**config.mk**
```make
export PLATFORM = sky130hd
export DESIGN_NAME = nast_top
export DESIGN_NICKNAME = d
export VERILOG_FILES = /design/src/nast_pkg.sv /design/src/nast_top.sv
export VERILOG_INCLUDE_DIRS = /design/src
export SDC_FILE = /design/constraint.sdc
export NUM_CORES = 1
export LEC_CHECK = 0
export ABC_AREA = 1
export BUFFER_PORTS_ARGS = -buffer_cell sky130_fd_sc_hd__buf_2
export CAP_MARGIN = 20
export CORE_MARGIN = 5
export CORE_UTILIZATION = 47
export DETAILED_ROUTE_END_ITERATION = 10
export GPL_TIMING_DRIVEN = 0
export MAX_ROUTING_LAYER = met4
export PLACE_DENSITY_LB_ADDON = 0.1
export SETUP_SLACK_MARGIN = 0.4
export SKIP_CTS_REPAIR_TIMING = 1
export SYNTH_ARGS = -nofsm -noshare
export SYNTH_HDL_FRONTEND = slang
export SYNTH_SLANG_ARGS = --single-unit
```
**constraint.sdc**
```tcl
create_clock -name CLOCK -period 1.86 [get_ports CLOCK]
set_input_delay 0.372 -clock CLOCK [delete_from_list [all_inputs] [get_ports CLOCK]]
set_output_delay 0.372 -clock CLOCK [all_outputs]
set_load 0.02 [all_outputs]
```
**src/nast_regs.svh**
```systemverilog
// Register map, field positions, reset values and timing counts
`ifndef NAST_REGS_SVH
`define NAST_REGS_SVH
`define NAST_ADDR_W        8
`define NAST_OFS_TIMING    8'h00
`define NAST_OFS_CTRL      8'h04
`define NAST_OFS_CMD       8'h08
`define NAST_OFS_STATUS    8'h0C
`define NAST_AS_LSB        0
`define NAST_DS_LSB        8
`define NAST_DH_LSB        16
`define NAST_CNT_W         8
`define NAST_EDO_BIT       0
`define NAST_DLY_LSB       4
`define NAST_DLY_W         4
`define NAST_OP_LSB        8
`define NAST_RST_AS        8'h01
`define NAST_RST_DS        8'h02
`define NAST_RST_DH        8'h02
`define NAST_RST_DLY       4'h8
`define NAST_MIN_DS_DH     8'h01
`define NAST_CE_LEAD       8'h01
`define NAST_RDY_EXTRA     8'h01
`define NAST_HIST_W        17
`endif

```
**src/nast_pkg.sv**
```systemverilog
// Types for the flash strobe timing generator
`default_nettype none
package nast_pkg;
  typedef enum logic [2:0] {
    ST_IDLE   = 3'b000,
    ST_LEAD   = 3'b001,
    ST_SETUP  = 3'b010,
    ST_STROBE = 3'b011,
    ST_HOLD   = 3'b100,
    ST_CEHOLD = 3'b101,
    ST_RDY    = 3'b110,
    ST_EDO    = 3'b111
  } nast_state_t;
  typedef enum logic [1:0] {
    OP_CMD   = 2'b00,
    OP_ADDR  = 2'b01,
    OP_WRITE = 2'b10,
    OP_READ  = 2'b11
  } nast_op_t;
endpackage
`default_nettype wire

```
**src/nast_top.sv**
```systemverilog
// Asynchronous-mode NAND flash strobe timing generator
//
// Local design decisions: the address map and strobed register access.
`timescale 1ns/1ps
`include "nast_regs.svh"
`default_nettype none
module nast_top
  import nast_pkg::*;
(
  input  wire logic                   CLOCK,
  input  wire logic                   RSTN,
  input  wire logic [`NAST_ADDR_W-1:0] REG_ADDR,
  input  wire logic [31:0]            REG_WDATA,
  input  wire logic                   REG_WRITE,
  input  wire logic                   REG_READ,
  output logic      [31:0]            REG_RDATA,
  output logic                        FLASH_CHIP_ENABLE_N,
  output logic                        FLASH_CMD_LATCH,
  output logic                        FLASH_ADDR_LATCH,
  output logic                        FLASH_WRITE_STROBE_N,
  output logic                        FLASH_READ_STROBE_N,
  output logic      [7:0]             FLASH_DATA_OUT,
  output logic                        FLASH_DATA_OE,
  input  wire logic [7:0]             FLASH_DATA_IN,
  input  wire logic                   FLASH_READY,
  output logic                        BUSY
);

  logic [`NAST_CNT_W-1:0] address_setup_count_reg;
  logic [`NAST_CNT_W-1:0] data_setup_count_reg;
  logic [`NAST_CNT_W-1:0] data_hold_count_reg;
  logic                   extended_data_out_mode_reg;
  logic [`NAST_DLY_W-1:0] read_sample_delay_reg;
  nast_state_t            state_reg;
  nast_state_t            state_next;
  nast_op_t               op_reg;
  logic [`NAST_CNT_W-1:0] cnt_reg;
  logic [`NAST_CNT_W-1:0] cnt_next;
  logic [7:0]             wdata_reg;
  logic [7:0]             rdata_byte_reg;
  logic                   rvalid_reg;
  logic                   captured_reg;
  logic [`NAST_HIST_W-1:0] re_hist_reg;
  logic [31:0]            rdata_reg;

  wire sel_timing = (REG_ADDR == `NAST_OFS_TIMING);
  wire sel_ctrl   = (REG_ADDR == `NAST_OFS_CTRL);
  wire sel_cmd    = (REG_ADDR == `NAST_OFS_CMD);
  wire sel_status = (REG_ADDR == `NAST_OFS_STATUS);
  wire idle       = (state_reg == ST_IDLE);
  // A command written while busy is dropped without any sign
  wire start      = REG_WRITE & sel_cmd & idle;
  wire [1:0] new_op = REG_WDATA[`NAST_OP_LSB+1:`NAST_OP_LSB];
  wire is_read    = (op_reg == OP_READ);
  wire cnt_zero   = (cnt_reg == '0);

  // Zero would give a strobe with no width, so clamp to one period
  wire [`NAST_CNT_W-1:0] ds_eff = (data_setup_count_reg < `NAST_MIN_DS_DH) ?
                                  `NAST_MIN_DS_DH : data_setup_count_reg;
  wire [`NAST_CNT_W-1:0] dh_eff = (data_hold_count_reg < `NAST_MIN_DS_DH) ?
                                  `NAST_MIN_DS_DH : data_hold_count_reg;
  wire [`NAST_CNT_W-1:0] ds_load = ds_eff - `NAST_MIN_DS_DH;
  wire [`NAST_CNT_W-1:0] dh_load = dh_eff - `NAST_MIN_DS_DH;
  wire [`NAST_CNT_W-1:0] as_load = address_setup_count_reg - `NAST_CE_LEAD;
  // The lead cycle is the extra step; adding here would wrap at the top count
  wire [`NAST_CNT_W-1:0] rr_load = address_setup_count_reg;
  wire as_zero = (address_setup_count_reg == '0);

  // Delayed read strobe, one clock of resolution per step of the field
  wire [4:0] dly_idx  = {1'b0, read_sample_delay_reg};
  wire dly_now  = re_hist_reg[dly_idx];
  wire dly_prev = re_hist_reg[dly_idx + 5'h01];
  wire edo_rise = dly_now & ~dly_prev;
  wire edo_cap  = extended_data_out_mode_reg & edo_rise & is_read & ~captured_reg;
  wire norm_cap = ~extended_data_out_mode_reg & is_read &
                  (state_reg == ST_STROBE) & cnt_zero;

  // Phase sequencer; the setup, strobe and hold phases are down-counters expiring at zero
  always_comb begin
    state_next = state_reg;
    cnt_next   = cnt_reg;
    unique case (state_reg)
      ST_IDLE: begin
        if (start) begin
          if (new_op == OP_READ) begin
            state_next = ST_RDY;
          end else begin
            state_next = ST_LEAD;
          end
        end
      end
      ST_LEAD: begin
        if (is_read) begin
          // Lead plus AS+1 setup cycles makes the AS+2 wait after ready
          state_next = ST_SETUP;
          cnt_next   = rr_load;
        end else if (as_zero) begin
          state_next = ST_STROBE;
          cnt_next   = ds_load;
        end else begin
          state_next = ST_SETUP;
          cnt_next   = as_load;
        end
      end
      ST_RDY: begin
        if (FLASH_READY) begin
          state_next = ST_LEAD;
        end
      end
      ST_SETUP: begin
        if (cnt_zero) begin
          state_next = ST_STROBE;
          cnt_next   = ds_load;
        end else begin
          cnt_next   = cnt_reg - 8'h01;
        end
      end
      ST_STROBE: begin
        if (cnt_zero) begin
          state_next = ST_HOLD;
          cnt_next   = dh_load;
        end else begin
          cnt_next   = cnt_reg - 8'h01;
        end
      end
      ST_HOLD: begin
        if (!cnt_zero) begin
          cnt_next   = cnt_reg - 8'h01;
        end else if (is_read && extended_data_out_mode_reg) begin
          state_next = ST_EDO;
        end else begin
          state_next = ST_CEHOLD;
        end
      end
      ST_EDO: begin
        // Delay is at most fifteen clocks, so this wait is bounded
        if (captured_reg || edo_cap) begin
          state_next = ST_IDLE;
        end
      end
      ST_CEHOLD: begin
        state_next = ST_IDLE;
      end
    endcase
  end

  // Pin levels follow the state they will stand in
  wire ce_n_next  = (state_next == ST_IDLE);
  wire latch_ph   = (state_next == ST_SETUP) | (state_next == ST_STROBE) |
                    (state_next == ST_HOLD);
  wire cle_next   = latch_ph & (op_reg == OP_CMD) & ~idle;
  wire ale_next   = latch_ph & (op_reg == OP_ADDR) & ~idle;
  wire strobe_ph  = (state_next == ST_STROBE) & ~idle;
  wire we_n_next  = ~(strobe_ph & ~is_read);
  wire re_n_next  = ~(strobe_ph & is_read);
  wire oe_next    = latch_ph & ~is_read & ~idle;

  always_ff @(posedge CLOCK or negedge RSTN) begin
    if (!RSTN) begin
      state_reg <= ST_IDLE;
    end else begin
      state_reg <= state_next;
    end
  end

  // One step of every count is one clock period
  always_ff @(posedge CLOCK or negedge RSTN) begin
    if (!RSTN) begin
      cnt_reg <= '0;
    end else begin
      cnt_reg <= cnt_next;
    end
  end

  always_ff @(posedge CLOCK or negedge RSTN) begin
    if (!RSTN) begin
      op_reg <= OP_CMD;
    end else if (start) begin
      op_reg <= nast_op_t'(new_op);
    end
  end

  always_ff @(posedge CLOCK or negedge RSTN) begin
    if (!RSTN) begin
      wdata_reg <= 8'h00;
    end else if (start) begin
      wdata_reg <= REG_WDATA[7:0];
    end
  end

  always_ff @(posedge CLOCK or negedge RSTN) begin
    if (!RSTN) begin
      FLASH_CHIP_ENABLE_N <= 1'b1;
    end else begin
      FLASH_CHIP_ENABLE_N <= ce_n_next;
    end
  end

  always_ff @(posedge CLOCK or negedge RSTN) begin
    if (!RSTN) begin
      FLASH_CMD_LATCH <= 1'b0;
    end else begin
      FLASH_CMD_LATCH <= cle_next;
    end
  end

  always_ff @(posedge CLOCK or negedge RSTN) begin
    if (!RSTN) begin
      FLASH_ADDR_LATCH <= 1'b0;
    end else begin
      FLASH_ADDR_LATCH <= ale_next;
    end
  end

  always_ff @(posedge CLOCK or negedge RSTN) begin
    if (!RSTN) begin
      FLASH_WRITE_STROBE_N <= 1'b1;
    end else begin
      FLASH_WRITE_STROBE_N <= we_n_next;
    end
  end

  always_ff @(posedge CLOCK or negedge RSTN) begin
    if (!RSTN) begin
      FLASH_READ_STROBE_N <= 1'b1;
    end else begin
      FLASH_READ_STROBE_N <= re_n_next;
    end
  end

  always_ff @(posedge CLOCK or negedge RSTN) begin
    if (!RSTN) begin
      FLASH_DATA_OE <= 1'b0;
    end else begin
      FLASH_DATA_OE <= oe_next;
    end
  end

  always_ff @(posedge CLOCK or negedge RSTN) begin
    if (!RSTN) begin
      BUSY <= 1'b0;
    end else begin
      BUSY <= (state_next != ST_IDLE);
    end
  end

  // Data byte waits in its own flop so it is valid before the strobe falls
  always_ff @(posedge CLOCK or negedge RSTN) begin
    if (!RSTN) begin
      FLASH_DATA_OUT <= 8'h00;
    end else if (start) begin
      FLASH_DATA_OUT <= REG_WDATA[7:0];
    end
  end

  always_ff @(posedge CLOCK or negedge RSTN) begin
    if (!RSTN) begin
      re_hist_reg <= {`NAST_HIST_W{1'b1}};
    end else begin
      re_hist_reg <= {re_hist_reg[`NAST_HIST_W-2:0], FLASH_READ_STROBE_N};
    end
  end

  // Capture wins over the clear; a start never meets a capture anyway
  always_ff @(posedge CLOCK or negedge RSTN) begin
    if (!RSTN) begin
      rdata_byte_reg <= 8'h00;
      rvalid_reg     <= 1'b0;
      captured_reg   <= 1'b0;
    end else if (edo_cap || norm_cap) begin
      rdata_byte_reg <= FLASH_DATA_IN;
      rvalid_reg     <= 1'b1;
      captured_reg   <= 1'b1;
    end else if (start) begin
      rvalid_reg     <= 1'b0;
      captured_reg   <= 1'b0;
    end
  end

  always_ff @(posedge CLOCK or negedge RSTN) begin
    if (!RSTN) begin
      address_setup_count_reg <= `NAST_RST_AS;
    end else if (REG_WRITE && sel_timing) begin
      address_setup_count_reg <= REG_WDATA[`NAST_AS_LSB+:`NAST_CNT_W];
    end
  end

  // Counts land at once, even mid-operation; reprogram only while idle
  always_ff @(posedge CLOCK or negedge RSTN) begin
    if (!RSTN) begin
      data_setup_count_reg <= `NAST_RST_DS;
    end else if (REG_WRITE && sel_timing) begin
      data_setup_count_reg <= REG_WDATA[`NAST_DS_LSB+:`NAST_CNT_W];
    end
  end

  always_ff @(posedge CLOCK or negedge RSTN) begin
    if (!RSTN) begin
      data_hold_count_reg <= `NAST_RST_DH;
    end else if (REG_WRITE && sel_timing) begin
      data_hold_count_reg <= REG_WDATA[`NAST_DH_LSB+:`NAST_CNT_W];
    end
  end

  always_ff @(posedge CLOCK or negedge RSTN) begin
    if (!RSTN) begin
      extended_data_out_mode_reg <= 1'b0;
      read_sample_delay_reg      <= `NAST_RST_DLY;
    end else if (REG_WRITE && sel_ctrl) begin
      extended_data_out_mode_reg <= REG_WDATA[`NAST_EDO_BIT];
      read_sample_delay_reg      <= REG_WDATA[`NAST_DLY_LSB+:`NAST_DLY_W];
    end
  end

  wire [31:0] rd_timing = {8'h00, data_hold_count_reg, data_setup_count_reg,
                           address_setup_count_reg};
  wire [31:0] rd_ctrl   = {24'h000000, read_sample_delay_reg, 3'b000,
                           extended_data_out_mode_reg};
  wire [31:0] rd_cmd    = {22'h000000, op_reg, wdata_reg};
  wire [31:0] rd_status = {16'h0000, rdata_byte_reg, 5'b00000, rvalid_reg,
                           FLASH_READY, ~idle};
  wire [31:0] rd_mux    = sel_timing ? rd_timing :
                          sel_ctrl   ? rd_ctrl   :
                          sel_cmd    ? rd_cmd    :
                          sel_status ? rd_status : 32'h00000000;

  always_ff @(posedge CLOCK or negedge RSTN) begin
    if (!RSTN) begin
      rdata_reg <= 32'h00000000;
    end else if (REG_READ) begin
      rdata_reg <= rd_mux;
    end else begin
      rdata_reg <= 32'h00000000;
    end
  end

  assign REG_RDATA = rdata_reg;

endmodule // nast_top
`default_nettype wire

```
==> flow_summary.ini <==
[global_routing]
grt_pass1_wl_um = 24500
antenna_found_initial = 0
grt-ovfl-total = 0
grt.total_usage = 0.223
grt_max_degree = 66
grt_pass1_vias = 4943

[outcome]
outcome = finished with violations
failed_checks = hold timing, setup timing

[power_and_ir_drop]
p_int_mw = 4.98
pwr-share-comb = 0.328
sw_frac_of_total = 0.336
power.density_mw_per_mm2 = 985
p_sw_mw = 2.52
p_leak_nw = 3.93
ir_drop_mv = 0.755
p_total_mw = 7.50
clkPwrFrac = 0.305
seqPwrFrac = 0.367

[synth]
synthArstFlopShare = 1.00
synth_common_cells = nand2_1 (183), inv_1 (87), dfrtp_1 (83)
synth_top_area_cell = dfrtp_1
yosysWarnings = 0
syn_area_mm2 = 0.00556
synth_top_flop_cell = dfrtp_1
synth_cell_type_count = 40
syn_inst = 705
yosysMostFrequentCell = nand2_1
synth_top_cell_area_share = 0.373
synth_edf_count = 0
ys_ff_latch = 107
ys_seq_area_frac = 0.487
avgSynthCellArea_um2 = 7.89
netlist_top_cells_area = dfrtp_1 (37%), nand2_1 (12%), dfstp_2 (11%), inv_1 (5.9%), nand3_1 (4.6%)

[placed_design]
io_buffers = 82
hpwlAfterDp_um = 11300
preCtsSetupSlack_ns = -0.311
routabilityCongestion = 0.948

[detailed_routing]
dr.pass1.iters = 5
wl_um = 16300
drtAntennaViolNets = 0
vias_per_cell = 5.31
drt_first_iter_violations = 436
drc = 0
routed-via-count = 5346
wire_per_inst_um = 16.2

[setup_path]
crit_slowest_cell = dfrtp_2
max_stage_delay_ns = 0.45
cp_common_cell = nand2_1
rr_startpoint = data_setup_count_reg[4]
crit_family = simple AND/OR/NAND/NOR gates
r2r_cells = 14
crit_type = reg -> reg
regToRegSetupSlack_ns = -0.14
worstSetupStartpoint = data_setup_count_reg[4]
cp_data_required_time_ns = 2.11
endpoint_kind = flip-flop
crit_cells = 14
endpoint = cnt_reg[4]
reg2reg_to = cnt_reg[4]
path_buf_inv = 2
critPathArrivalTime_ns = 2.25
start_kind = flip-flop
cp_max_fo = 4
cp_cell_sequence = nor2_4 -> nand3_2 -> inv_2 -> nand3_2 -> nand2_2 -> inv_2 -> ha_4 -> nand3_4 -> xor2_2 -> a21oi_1 -> o211ai_1 -> nand2_1 -> nand2_1 -> nand2_1

[job]
max-cap-violations = 0

[floorplan]
num_rows = 39
core_area_mm2 = 0.0115
fp.dieW_um = 119
initial_utilization = 0.483
die_area_mm2 = 0.0141
ios = 100
die_h_um = 119

[sta]
rsz0062_at_grt = yes
hold_viol = 1
finalCritPeriodShare = 1.07
fin_ws_ns = -0.138
skew_ns = 0.0109
whs_ns = -0.000400
fin_tns_setup_ns = -0.908
drv_slew = 0
fin_crit_ns = 2.00
setup_viol = 16
worst_pin_slew_ns = 0.564
relSlewSlack = 0.624
max_freq_mhz = 501

[clock_tree]
insertion_delay_ns = 0.37
cts_sinks = 107
clk_pin_slew_ns = 0.07
h-tree-depth = 3
max-clock-path-buffers = 2
cts_tree = built
cts-root-buf = clkbuf_16
cts_inserted_buffers = 9

[final_layout]
fin_util = 0.661
drive_above_1_share = 0.388
layout-area-overhead-vs-synth_pct = 36.9
fin_nets = 917
n_antenna_cell = 0
largest_reg_flops = 24

[min_path]
hp-class = in -> async
==> placed cells by master, fill, tap and decap left out, types with 24 or more instances in the layout <==
cell / count
buf_4: 52
dfstp_2: 24
dfrtp_1: 79
inv_1: 70
nor2_1: 52
nand3_1: 43
a21oi_1: 27
buf_2: 82
nand2_1: 151
nand2_2: 26
==> cell families (layout without fill, tap and decap cells) <==
logic type,count (synthesis),in the layout,synth area share
other,1,8,0.000674
AOI/OAI and AO/OA,95,95,0.0947
DFF,107,107,0.487
buffers and inverters,124,276,0.0972
xor gates and xnor gates,18,18,0.0283
and+or+nand+nor,355,355,0.281
adders and majority gates,5,5,0.0112
==> area by class of cell <==
class                   count  area (um2)
fillers                   966        3910
multi-input cells         481        2830
flip-flops and latches    107        2710
repair buffers            134         897
inverters                 100         423
clock buffers              11         253
plain buffers              24         203
well taps                 143         179
clock inverters             5         106
repair inverters            2        11.3
==> per-stage QoR <==
step | cell area [um2] | std cells
floorplan | 5730 | 712
global placement | 6320 | 937
detailed placement | 6350 | 938
CTS | 6710 | 954
global route | 7610 | 1007
finish | 7610 | 1007
==> worst min-delay path by stage <==
stage | startpoint | to | slack, ns
finish | RSTN | REG_RDATA[6] | -0.0004
global route | RSTN | REG_RDATA[6] | 0.04
CTS | RSTN | REG_RDATA[6] | 0.02
detailed placement | FLASH_READ_STROBE_N | re_hist_reg[0] | 0.36
global placement | FLASH_READ_STROBE_N | re_hist_reg[0] | 0.36
floorplan | RSTN | BUSY | 0.08
==> power by group through the flow <==
| stage | clock network (mW) | registers [mW] | logic (mW) |
|---|---|---|---|
| 3_5_place_dp | 0 | 2.78 | 1.95 |
| 6_report | 2.29 | 2.75 | 2.46 |
| 2_1_floorplan | 0 | 2.83 | 1.35 |
| 3_3_place_gp | 0 | 2.78 | 1.92 |
| 5_1_grt | 2.41 | 2.78 | 2.71 |
| 4_1_cts | 2.32 | 2.74 | 1.96 |
==> layer usage <==
metal	share of wire	track usage
met5	0	-
met4	0.012	0.0521
met3	0.054	0.0478
met2	0.49	0.351
met1	0.44	0.299
Power figures use the tool's default switching activity.
